**src/verilog/timer_clk_clr_pkg.sv**
```systemverilog
// Constants and types for the timer count-clock and counter-clear select block
package timer_clk_clr_pkg;

  // ==========================================================================
  // Channel counts and widths
  localparam int NUM_CH = 5;
  localparam int NUM_SUB5 = 3;
  localparam int DIV_W = 10;
  localparam int ADDR_W = 8;
  localparam int NUM_PINS = 4;

  // ==========================================================================
  // Register byte offsets
  localparam logic [7:0] OFF_CTRL_BASE = 8'h00;
  localparam logic [7:0] OFF_SUB5_BASE = 8'h14;
  localparam logic [7:0] OFF_SYNC = 8'h20;
  localparam logic [7:0] OFF_STATUS = 8'h24;
  localparam logic [7:0] REG_STRIDE = 8'h04;

  // ==========================================================================
  // Field layout of a channel control register
  localparam int PSC_LSB = 0;
  localparam int EDGE_LSB = 3;
  localparam int CLR_LSB = 5;
  localparam int CLR_MSB = 7;
  localparam int CTRL_W = 8;
  localparam int SUB5_W = 2;
  localparam logic [7:0] CTRL_RESET = 8'h00;
  localparam logic [1:0] SUB5_RESET = 2'h0;
  localparam logic [4:0] SYNC_RESET = 5'h00;
  localparam logic [7:0] CTRL_MASK_NARROW = 8'h7f;

  // ==========================================================================
  // Clear-source codes and edge codes
  localparam logic [2:0] CLR_ON_A = 3'h1;
  localparam logic [2:0] CLR_ON_B = 3'h2;
  localparam logic [2:0] CLR_ON_C = 3'h5;
  localparam logic [2:0] CLR_ON_D = 3'h6;
  localparam logic [1:0] CLR_SYNC_LOW = 2'h3;
  localparam logic [1:0] EDGE_RISE = 2'h0;
  localparam logic [1:0] EDGE_FALL = 2'h1;

  // ==========================================================================
  // Log2 of prescale ratios
  localparam int LOG_D4 = 2;
  localparam int LOG_D16 = 4;
  localparam int LOG_D64 = 6;
  localparam int LOG_D256 = 8;
  localparam int LOG_D1024 = 10;

  typedef enum logic [3:0] {
    SRC_D1, SRC_D4, SRC_D16, SRC_D64, SRC_D256, SRC_D1024,
    SRC_EXT_A, SRC_EXT_B, SRC_EXT_C, SRC_EXT_D, SRC_OVF
  } count_src_e;

endpackage

```
**src/verilog/timer_clk_clr_select.sv**
```systemverilog
// Count-clock source and counter-clear source selection for a six-channel timer
//
// The implementer's own choices: the APB register port and the address map.
`timescale 1ns/1ps

module timer_clk_clr_select (
  // Clock and reset
  input wire logic clk_i,
  input wire logic reset_i,
  // APB slave
  input wire logic psel_i,
  input wire logic penable_i,
  input wire logic pwrite_i,
  input wire logic [timer_clk_clr_pkg::ADDR_W-1:0] paddr_i,
  input wire logic [31:0] pwdata_i,
  output logic [31:0] prdata_o,
  output logic pready_o,
  output logic pslverr_o,
  // External clock pins A..D
  input wire logic [timer_clk_clr_pkg::NUM_PINS-1:0] ext_clock_pin_i,
  // Events from the rest of the timer, channels 0..4
  input wire logic [timer_clk_clr_pkg::NUM_CH-1:0] match_a_i,
  input wire logic [timer_clk_clr_pkg::NUM_CH-1:0] match_b_i,
  input wire logic [timer_clk_clr_pkg::NUM_CH-1:0] match_c_i,
  input wire logic [timer_clk_clr_pkg::NUM_CH-1:0] match_d_i,
  input wire logic [timer_clk_clr_pkg::NUM_CH-1:0] buffer_c_i,
  input wire logic [timer_clk_clr_pkg::NUM_CH-1:0] buffer_d_i,
  input wire logic ch2_wrap_i,
  input wire logic [1:0] phase_mode_i,
  // Count enables and clears
  output logic [timer_clk_clr_pkg::NUM_CH-1:0] count_en_o,
  output logic [timer_clk_clr_pkg::NUM_SUB5-1:0] count_en5_o,
  output logic [timer_clk_clr_pkg::NUM_CH-1:0] clear_o
);
  import timer_clk_clr_pkg::*;

  // ==========================================================================
  // Register storage
  logic [CTRL_W-1:0] channel_control_reg [NUM_CH];
  logic [SUB5_W-1:0] sub5_prescale [NUM_SUB5];
  logic [NUM_CH-1:0] sync_select_reg;
  logic [31:0] rd_data;
  logic rd_err;

  // ==========================================================================
  // APB decode
  wire setup_phase = psel_i & ~penable_i;
  wire access_phase = psel_i & penable_i;
  logic [NUM_CH-1:0] hit_ctrl;
  logic [NUM_SUB5-1:0] hit_sub5;
  wire hit_sync = (paddr_i == OFF_SYNC);
  wire hit_status = (paddr_i == OFF_STATUS);
  wire mapped = (|hit_ctrl) | (|hit_sub5) | hit_sync | hit_status;
  wire wr_en = access_phase & pwrite_i & mapped;

  // ==========================================================================
  // Pin synchronisers and edge detection
  // Two flops guard against metastability on the asynchronous pins;
  // the third stage only remembers the last level for edge detection.
  logic [NUM_PINS-1:0] pin_meta;
  logic [NUM_PINS-1:0] pin_sync;
  logic [NUM_PINS-1:0] pin_prev;
  wire [NUM_PINS-1:0] pin_rise = pin_sync & ~pin_prev;
  wire [NUM_PINS-1:0] pin_fall = ~pin_sync & pin_prev;

  always_ff @(posedge clk_i or posedge reset_i) begin
    if (reset_i) begin
      pin_meta <= '0;
      pin_sync <= '0;
      pin_prev <= '0;
    end else begin
      pin_meta <= ext_clock_pin_i;
      pin_sync <= pin_meta;
      pin_prev <= pin_sync;
    end
  end

  // ==========================================================================
  // Shared prescaler
  // One divider feeds every ratio so that all internal ticks stay phase
  // aligned; settings are assumed static while a counter runs.
  logic [DIV_W-1:0] div_cnt;

  always_ff @(posedge clk_i or posedge reset_i) begin
    if (reset_i) begin
      div_cnt <= '0;
    end else begin
      div_cnt <= div_cnt + DIV_W'(1);
    end
  end

  // Rising tick when the low bits are all ones, falling tick half a period
  // earlier; both together halve the period.
  function automatic logic div_tick(input logic [DIV_W-1:0] d, input int lg,
                                    input logic [1:0] edge_sel);
    logic [DIV_W-1:0] m;
    logic rise;
    logic fall;
    m = DIV_W'((1 << lg) - 1);
    rise = ((d & m) == m);
    fall = ((d & m) == (m >> 1));
    if (edge_sel[1]) begin
      div_tick = rise | fall;
    end else if (edge_sel == EDGE_FALL) begin
      div_tick = fall;
    end else begin
      div_tick = rise;
    end
  endfunction

  function automatic logic pin_tick(input logic r, input logic f,
                                    input logic [1:0] edge_sel);
    if (edge_sel[1]) begin
      pin_tick = r | f;
    end else if (edge_sel == EDGE_FALL) begin
      pin_tick = f;
    end else begin
      pin_tick = r;
    end
  endfunction

  // ==========================================================================
  // Per-channel source tables
  // Low codes are shared; the upper half differs for channels 0, 1 and 2, and channels 3 and 4 share one
  function automatic count_src_e map_src(input int ch, input logic [2:0] code);
    map_src = SRC_D1;
    if (!code[2]) begin
      case (code[1:0])
        2'h0: map_src = SRC_D1;
        2'h1: map_src = SRC_D4;
        2'h2: map_src = SRC_D16;
        default: map_src = SRC_D64;
      endcase
    end else if (ch == 0) begin
      case (code[1:0])
        2'h0: map_src = SRC_EXT_A;
        2'h1: map_src = SRC_EXT_B;
        2'h2: map_src = SRC_EXT_C;
        default: map_src = SRC_EXT_D;
      endcase
    end else if (ch == 1) begin
      case (code[1:0])
        2'h0: map_src = SRC_EXT_A;
        2'h1: map_src = SRC_EXT_B;
        2'h2: map_src = SRC_D256;
        default: map_src = SRC_OVF;
      endcase
    end else if (ch == 2) begin
      case (code[1:0])
        2'h0: map_src = SRC_EXT_A;
        2'h1: map_src = SRC_EXT_B;
        2'h2: map_src = SRC_EXT_C;
        default: map_src = SRC_D1024;
      endcase
    end else begin
      case (code[1:0])
        2'h0: map_src = SRC_D256;
        2'h1: map_src = SRC_D1024;
        2'h2: map_src = SRC_EXT_A;
        default: map_src = SRC_EXT_B;
      endcase
    end
  endfunction

  // ==========================================================================
  // Clear events
  // A channel waiting on a synchronous clear never acts as a source
  // itself, so the path through sync_source cannot loop back.
  logic [NUM_CH-1:0] own_clear;
  logic [NUM_CH-1:0] sync_clear;
  logic [NUM_CH-1:0] next_count_en;
  wire sync_source = |(own_clear & sync_select_reg);

  // ==========================================================================
  // Channels 0..4
  for (genvar c = 0; c < NUM_CH; c++) begin : g_ch
    wire [2:0] psc = channel_control_reg[c][PSC_LSB +: 3];
    wire [1:0] edge_sel = channel_control_reg[c][EDGE_LSB +: 2];
    wire [2:0] clr = channel_control_reg[c][CLR_MSB:CLR_LSB];
    count_src_e src;
    assign src = map_src(c, psc);
    // Buffer mode suppresses C/D events entirely
    wire evt_c = match_c_i[c] & ~buffer_c_i[c];
    wire evt_d = match_d_i[c] & ~buffer_d_i[c];
    wire in_phase = ((c == 1) && phase_mode_i[0]) || ((c == 2) && phase_mode_i[1]);
    logic en;

    assign own_clear[c] = ((clr == CLR_ON_A) & match_a_i[c])
                        | ((clr == CLR_ON_B) & match_b_i[c])
                        | ((clr == CLR_ON_C) & evt_c)
                        | ((clr == CLR_ON_D) & evt_d);
    assign sync_clear[c] = (clr[1:0] == CLR_SYNC_LOW) & sync_select_reg[c]
                         & sync_source;

    always_comb begin
      case (src)
        SRC_D1: en = 1'b1; // Edge field has no effect at full rate
        SRC_D4: en = div_tick(div_cnt, LOG_D4, edge_sel);
        SRC_D16: en = div_tick(div_cnt, LOG_D16, edge_sel);
        SRC_D64: en = div_tick(div_cnt, LOG_D64, edge_sel);
        SRC_D256: en = div_tick(div_cnt, LOG_D256, edge_sel);
        SRC_D1024: en = div_tick(div_cnt, LOG_D1024, edge_sel);
        SRC_EXT_A: en = pin_tick(pin_rise[0], pin_fall[0], edge_sel);
        SRC_EXT_B: en = pin_tick(pin_rise[1], pin_fall[1], edge_sel);
        SRC_EXT_C: en = pin_tick(pin_rise[2], pin_fall[2], edge_sel);
        SRC_EXT_D: en = pin_tick(pin_rise[3], pin_fall[3], edge_sel);
        SRC_OVF: en = ch2_wrap_i;
        default: en = 1'b0;
      endcase
    end

    // The phase counter owns the counter, so this select is silenced
    assign next_count_en[c] = en & ~in_phase;
  end

  // ==========================================================================
  // Channel 5 sub-counters
  // Channel 5 has no edge field, so its ticks always use the rising
  // phase of the shared divider.
  logic [NUM_SUB5-1:0] next_count_en5;

  for (genvar s = 0; s < NUM_SUB5; s++) begin : g_sub5
    always_comb begin
      case (sub5_prescale[s])
        2'h0: next_count_en5[s] = 1'b1;
        2'h1: next_count_en5[s] = div_tick(div_cnt, LOG_D4, EDGE_RISE);
        2'h2: next_count_en5[s] = div_tick(div_cnt, LOG_D16, EDGE_RISE);
        default: next_count_en5[s] = div_tick(div_cnt, LOG_D64, EDGE_RISE);
      endcase
    end
  end

  // ==========================================================================
  // Output registers
  // One flop on every strobe keeps the outputs glitch free; the price is
  // one cycle of latency after each event.
  always_ff @(posedge clk_i or posedge reset_i) begin
    if (reset_i) begin
      count_en_o <= '0;
      count_en5_o <= '0;
      clear_o <= '0;
    end else begin
      count_en_o <= next_count_en;
      count_en5_o <= next_count_en5;
      clear_o <= own_clear | sync_clear;
    end
  end

  // ==========================================================================
  // Register writes
  // Writes land only in the access phase; status is read-only and
  // ignores writes without raising an error.
  for (genvar c = 0; c < NUM_CH; c++) begin : g_ctrl_reg
    assign hit_ctrl[c] = (paddr_i == OFF_CTRL_BASE + ADDR_W'(c) * REG_STRIDE);
    // Bit 7 does not exist on channels 1 and 2
    wire [CTRL_W-1:0] wmask = ((c == 1) || (c == 2)) ? CTRL_MASK_NARROW : 8'hff;

    always_ff @(posedge clk_i or posedge reset_i) begin
      if (reset_i) begin
        channel_control_reg[c] <= CTRL_RESET;
      end else if (wr_en && hit_ctrl[c]) begin
        channel_control_reg[c] <= pwdata_i[CTRL_W-1:0] & wmask;
      end
    end
  end

  for (genvar s = 0; s < NUM_SUB5; s++) begin : g_sub5_reg
    assign hit_sub5[s] = (paddr_i == OFF_SUB5_BASE + ADDR_W'(s) * REG_STRIDE);

    always_ff @(posedge clk_i or posedge reset_i) begin
      if (reset_i) begin
        sub5_prescale[s] <= SUB5_RESET;
      end else if (wr_en && hit_sub5[s]) begin
        sub5_prescale[s] <= pwdata_i[SUB5_W-1:0];
      end
    end
  end

  always_ff @(posedge clk_i or posedge reset_i) begin
    if (reset_i) begin
      sync_select_reg <= SYNC_RESET;
    end else if (wr_en && hit_sync) begin
      sync_select_reg <= pwdata_i[NUM_CH-1:0];
    end
  end

  // ==========================================================================
  // Read mux, captured during the setup phase
  // Status: synchronised pins, then clear strobes, then count strobes
  always_comb begin
    rd_data = 32'h0000_0000;
    for (int c = 0; c < NUM_CH; c++) begin
      if (hit_ctrl[c]) begin
        rd_data[CTRL_W-1:0] = channel_control_reg[c];
      end
    end
    for (int s = 0; s < NUM_SUB5; s++) begin
      if (hit_sub5[s]) begin
        rd_data[SUB5_W-1:0] = sub5_prescale[s];
      end
    end
    if (hit_sync) begin
      rd_data[NUM_CH-1:0] = sync_select_reg;
    end
    if (hit_status) begin
      rd_data[NUM_PINS-1:0] = pin_sync;
      rd_data[NUM_PINS +: NUM_CH] = clear_o;
      rd_data[NUM_PINS + NUM_CH +: NUM_CH] = count_en_o;
    end
  end

  assign rd_err = ~mapped;

  // Registering the answer in setup keeps prdata a flop; zero wait states
  always_ff @(posedge clk_i or posedge reset_i) begin
    if (reset_i) begin
      prdata_o <= 32'h0000_0000;
      pslverr_o <= 1'b0;
    end else if (setup_phase) begin
      prdata_o <= rd_data;
      pslverr_o <= rd_err;
    end
  end

  assign pready_o = 1'b1;

endmodule

```
**config.mk**
```make
export PLATFORM = sky130hd
export DESIGN_NAME = timer_clk_clr_select
export DESIGN_NICKNAME = d
export VERILOG_FILES = /design/src/verilog/timer_clk_clr_pkg.sv /design/src/verilog/timer_clk_clr_select.sv
export SDC_FILE = /design/constraint.sdc
export NUM_CORES = 1
export LEC_CHECK = 0
export BUFFER_PORTS_ARGS = -buffer_cell sky130_fd_sc_hd__buf_2
export CAP_MARGIN = 20
export CORE_MARGIN = 4
export CORE_UTILIZATION = 55
export CTS_CLUSTER_DIAMETER = 30
export DETAILED_ROUTE_END_ITERATION = 7
export PLACE_DENSITY = 0.91
export SYNTH_ARGS = -nofsm -noshare
export SYNTH_HDL_FRONTEND = slang
export SYNTH_SLANG_ARGS = --single-unit
```
**constraint.sdc**
```tcl
create_clock -name clk_i -period 5.55 [get_ports clk_i]
set_clock_uncertainty 0.15 [all_clocks]
set_input_delay 0.555 -clock clk_i [delete_from_list [all_inputs] [get_ports clk_i]]
set_output_delay 0.555 -clock clk_i [all_outputs]
set_load 0.03 [all_outputs]
```
==> metrics.csv <==
metric;value;unit
Resize count post-CTS;0;
CORE AREA;10230;um2
hpwl dp;10720;um
GR Overflow Total;0;
largest area contributor in the netlist;dfrtp_1;
clk slew on worst S/H paths;0.10;ns
Synth cell types;62;
Post-Syn Area;5751;um2
clock sink count;99;
pwr dens;218.8;nW/um2
die area;12160;um2
synthesized area per cell;10.63;um2
routed wire length;14510;um
# setup viols final;0;
I/O Pins;129;
Critical Path Sink Type;register;
WHS;0.1201;ns
register area share after synthesis;43.08;%
port buffer count;77;
Final Wtd Congestion;0.9340;
Post-synth EDFFs;0;
largest net degree at the start of global routing;81;
CP Data Arrival Time;2.82;ns
clk root buf;clkbuf_8;
Cell Rows;37;
Final ANT Viol Nets;0;
Synth Area in Adders;2.176;%
mux cell area share after synthesis;16.93;%
worst endpoint required time;5.65;ns
vias in the first global route;4403;
DRT iter0 DRCs;451;
final hold viol count;0;
Mapped Cells;541;
Ant. Diodes;0;
compound-gate portion of the synthesized area;12.53;%
CTS tree;built;
Routed WL per cell;19.55;um
design area;6325;um2
Die Y;110.3;um
max reg flops;38;
max frequency;0.3678;GHz
main combinational cell family by area after synthesis;multiplexers;
crit start category;register;
FFs w/ async S/R, synth;100.0;%
DR DRC count;0;
non-filler cells, final;742;
Max-cap violations;0;
Critical R2R Launch;div_cnt[0];
min Tclk post-route;2.719;ns
status;finished clean;
vias;4535;
# H-tree levels;3;
Final TNS setup;0;ns
Worst slew margin;32.66;%
global-route wire length before repair;22630;um
CTS max path bufs;2;
crit path launch;div_cnt[0];
Yosys warning count;0;
top_reg_cell synth;dfrtp_1;
HP Class;in -> reg;
worst vdd ir;0.1088;mV
Worst Path Max Fanout;17;
critical setup path kind;reg -> reg;
multi-input logic area;3010;um2
CTS Buf Count;9;
share of post-route cells with drive strength above 1;27.89;%
overall power;1384;uW
fillers;804;
post-synthesis simple-gate area fraction;15.82;%
via density per instance;6.112;
Hold Startpoint;ext_clock_pin_i[1];
placed cell count;725;
Max Slew Vio Count;0;
antenna violations before repair;0;
Register Area;2477;um2
worst slew pin tran;1.010;ns
Final period util;48.99;%
Initial Util;56.21;%
#FFs+latches synth;99;
Placed Area;6117;um2
drt first pass iters;5;
top-area cell type share of the netlist area;43.08;%
RSZ-0062 raised after global routing;no;
gr usage total;24.53;%
worst skew pair latency;0.39;ns
leading post-synthesis cells by cell area;dfrtp_1, mux2_2, mux4_2;
nets;693;
P_leak;0.002961;uW
Die X;110.3;um
xor-xnor portion of the synthesized cell area;3.655;%
Area Overhead vs Synth;9.987;%
## cells by family after synthesis
group / after synthesis
adder cells (fa/ha/maj): 10
buffers and inverters: 64
multiplexers: 78
AND/OR/NAND/NOR: 162
other: 2
flip-flops: 99
AO/OA/AOI/OAI: 102
XOR/XNOR: 24
## cell usage in the layout, fill, tap and decap left out, types with 6 or more instances in the layout
cell	instances
a211oi_1	8
a21oi_1	18
a22o_1	9
buf_2	77
clkbuf_8	9
conb_1	19
dfrtp_1	99
ha_1	10
inv_1	16
mux2_2	54
mux2i_1	14
mux4_2	10
nand2_1	37
nand2b_1	17
nand3b_1	10
nor2_1	37
nor2b_1	6
nor3_1	11
o211ai_1	11
o21ai_0	17
o31ai_1	9
xor2_1	19
## worst max-delay path: stages (launching register included)
cell,delay (ns)
dfrtp_1,0.42
ha_1,0.58
nand4_1,0.25
nor3_1,0.46
o211ai_1,0.16
o311a_1,0.16
o31ai_1,0.40
## per-stage QoR
stage	setup slack (ns)	utilization (%)
final	2.831	61.82
after global routing	2.658	61.82
after CTS	2.863	61.82
after detailed placement	2.780	59.79
after global placement	2.830	59.79
after floorplan	2.255	-
## Yosys cell counts (4+ instances only)
master and n:
buf_1 4, xnor2_1 5, buf_4 20, inv_1 17, nor3_1 11, ha_1 10
o21ai_0 17, a22o_1 9, or3_1 4, nand2_1 37, a21oi_1 18, nand4_1 5
mux2_2 54, o211ai_1 11, nand2b_1 17, mux2i_1 14, nor2b_1 6, nand3b_1 10
nor4_1 5, and3_1 5, clkbuf_1 14, nand3_1 5, dfrtp_1 99, buf_2 9
xor2_1 19, a211oi_1 8, mux4_2 10, o31ai_1 9, nor2_1 37
## report_power, final
part | internal, uW | switching [uW] | total, uW
sequential | 736 | 14.1 | 750
combinational | 49.9 | 105 | 155
clock | 211 | 268 | 479
total | 997 | 387 | 1380
## repair_timing
item                      in CTS  in global routing
buffers inserted               0                  0
hold endpoints to repair      19                  0
hold buffers                   1                  0
## per-layer routing
layer | wire length, um | part of all wire (%) | track usage (%) | vias up
li1 | - | - | - | 2049
met5 | 0 | 0 | 0 | -
met2 | 6920 | 48 | 39.77 | 220
met1 | 5986 | 41 | 32.94 | 2237
met4 | 384 | 2.6 | 10.29 | 0
met3 | 1216 | 8.4 | 3.902 | 29
## path summary, 6_finish.rpt
path                                       to  slack (ns)  cells after the start
max reg2reg                     count_en_o[3]        2.83                      6
max                             count_en_o[3]        2.83                      6
min                               pin_meta[1]        0.12                      1
min in group asynchronous         pin_sync[0]        0.50                      3
max in group asynchronous  sync_select_reg[2]        3.48                      4
min reg2reg                       pin_sync[2]        0.21                      0
## cell type report
type	instances	share of cell area (%)
flip-flops and latches	99	39.17
well taps	136	2.690
clock inverters	7	1.167
clock buffers	9	1.958
inverters	17	1.048
repair buffers	79	6.370
multi-input cells	395	47.60
(Power assumes the default switching activity.)
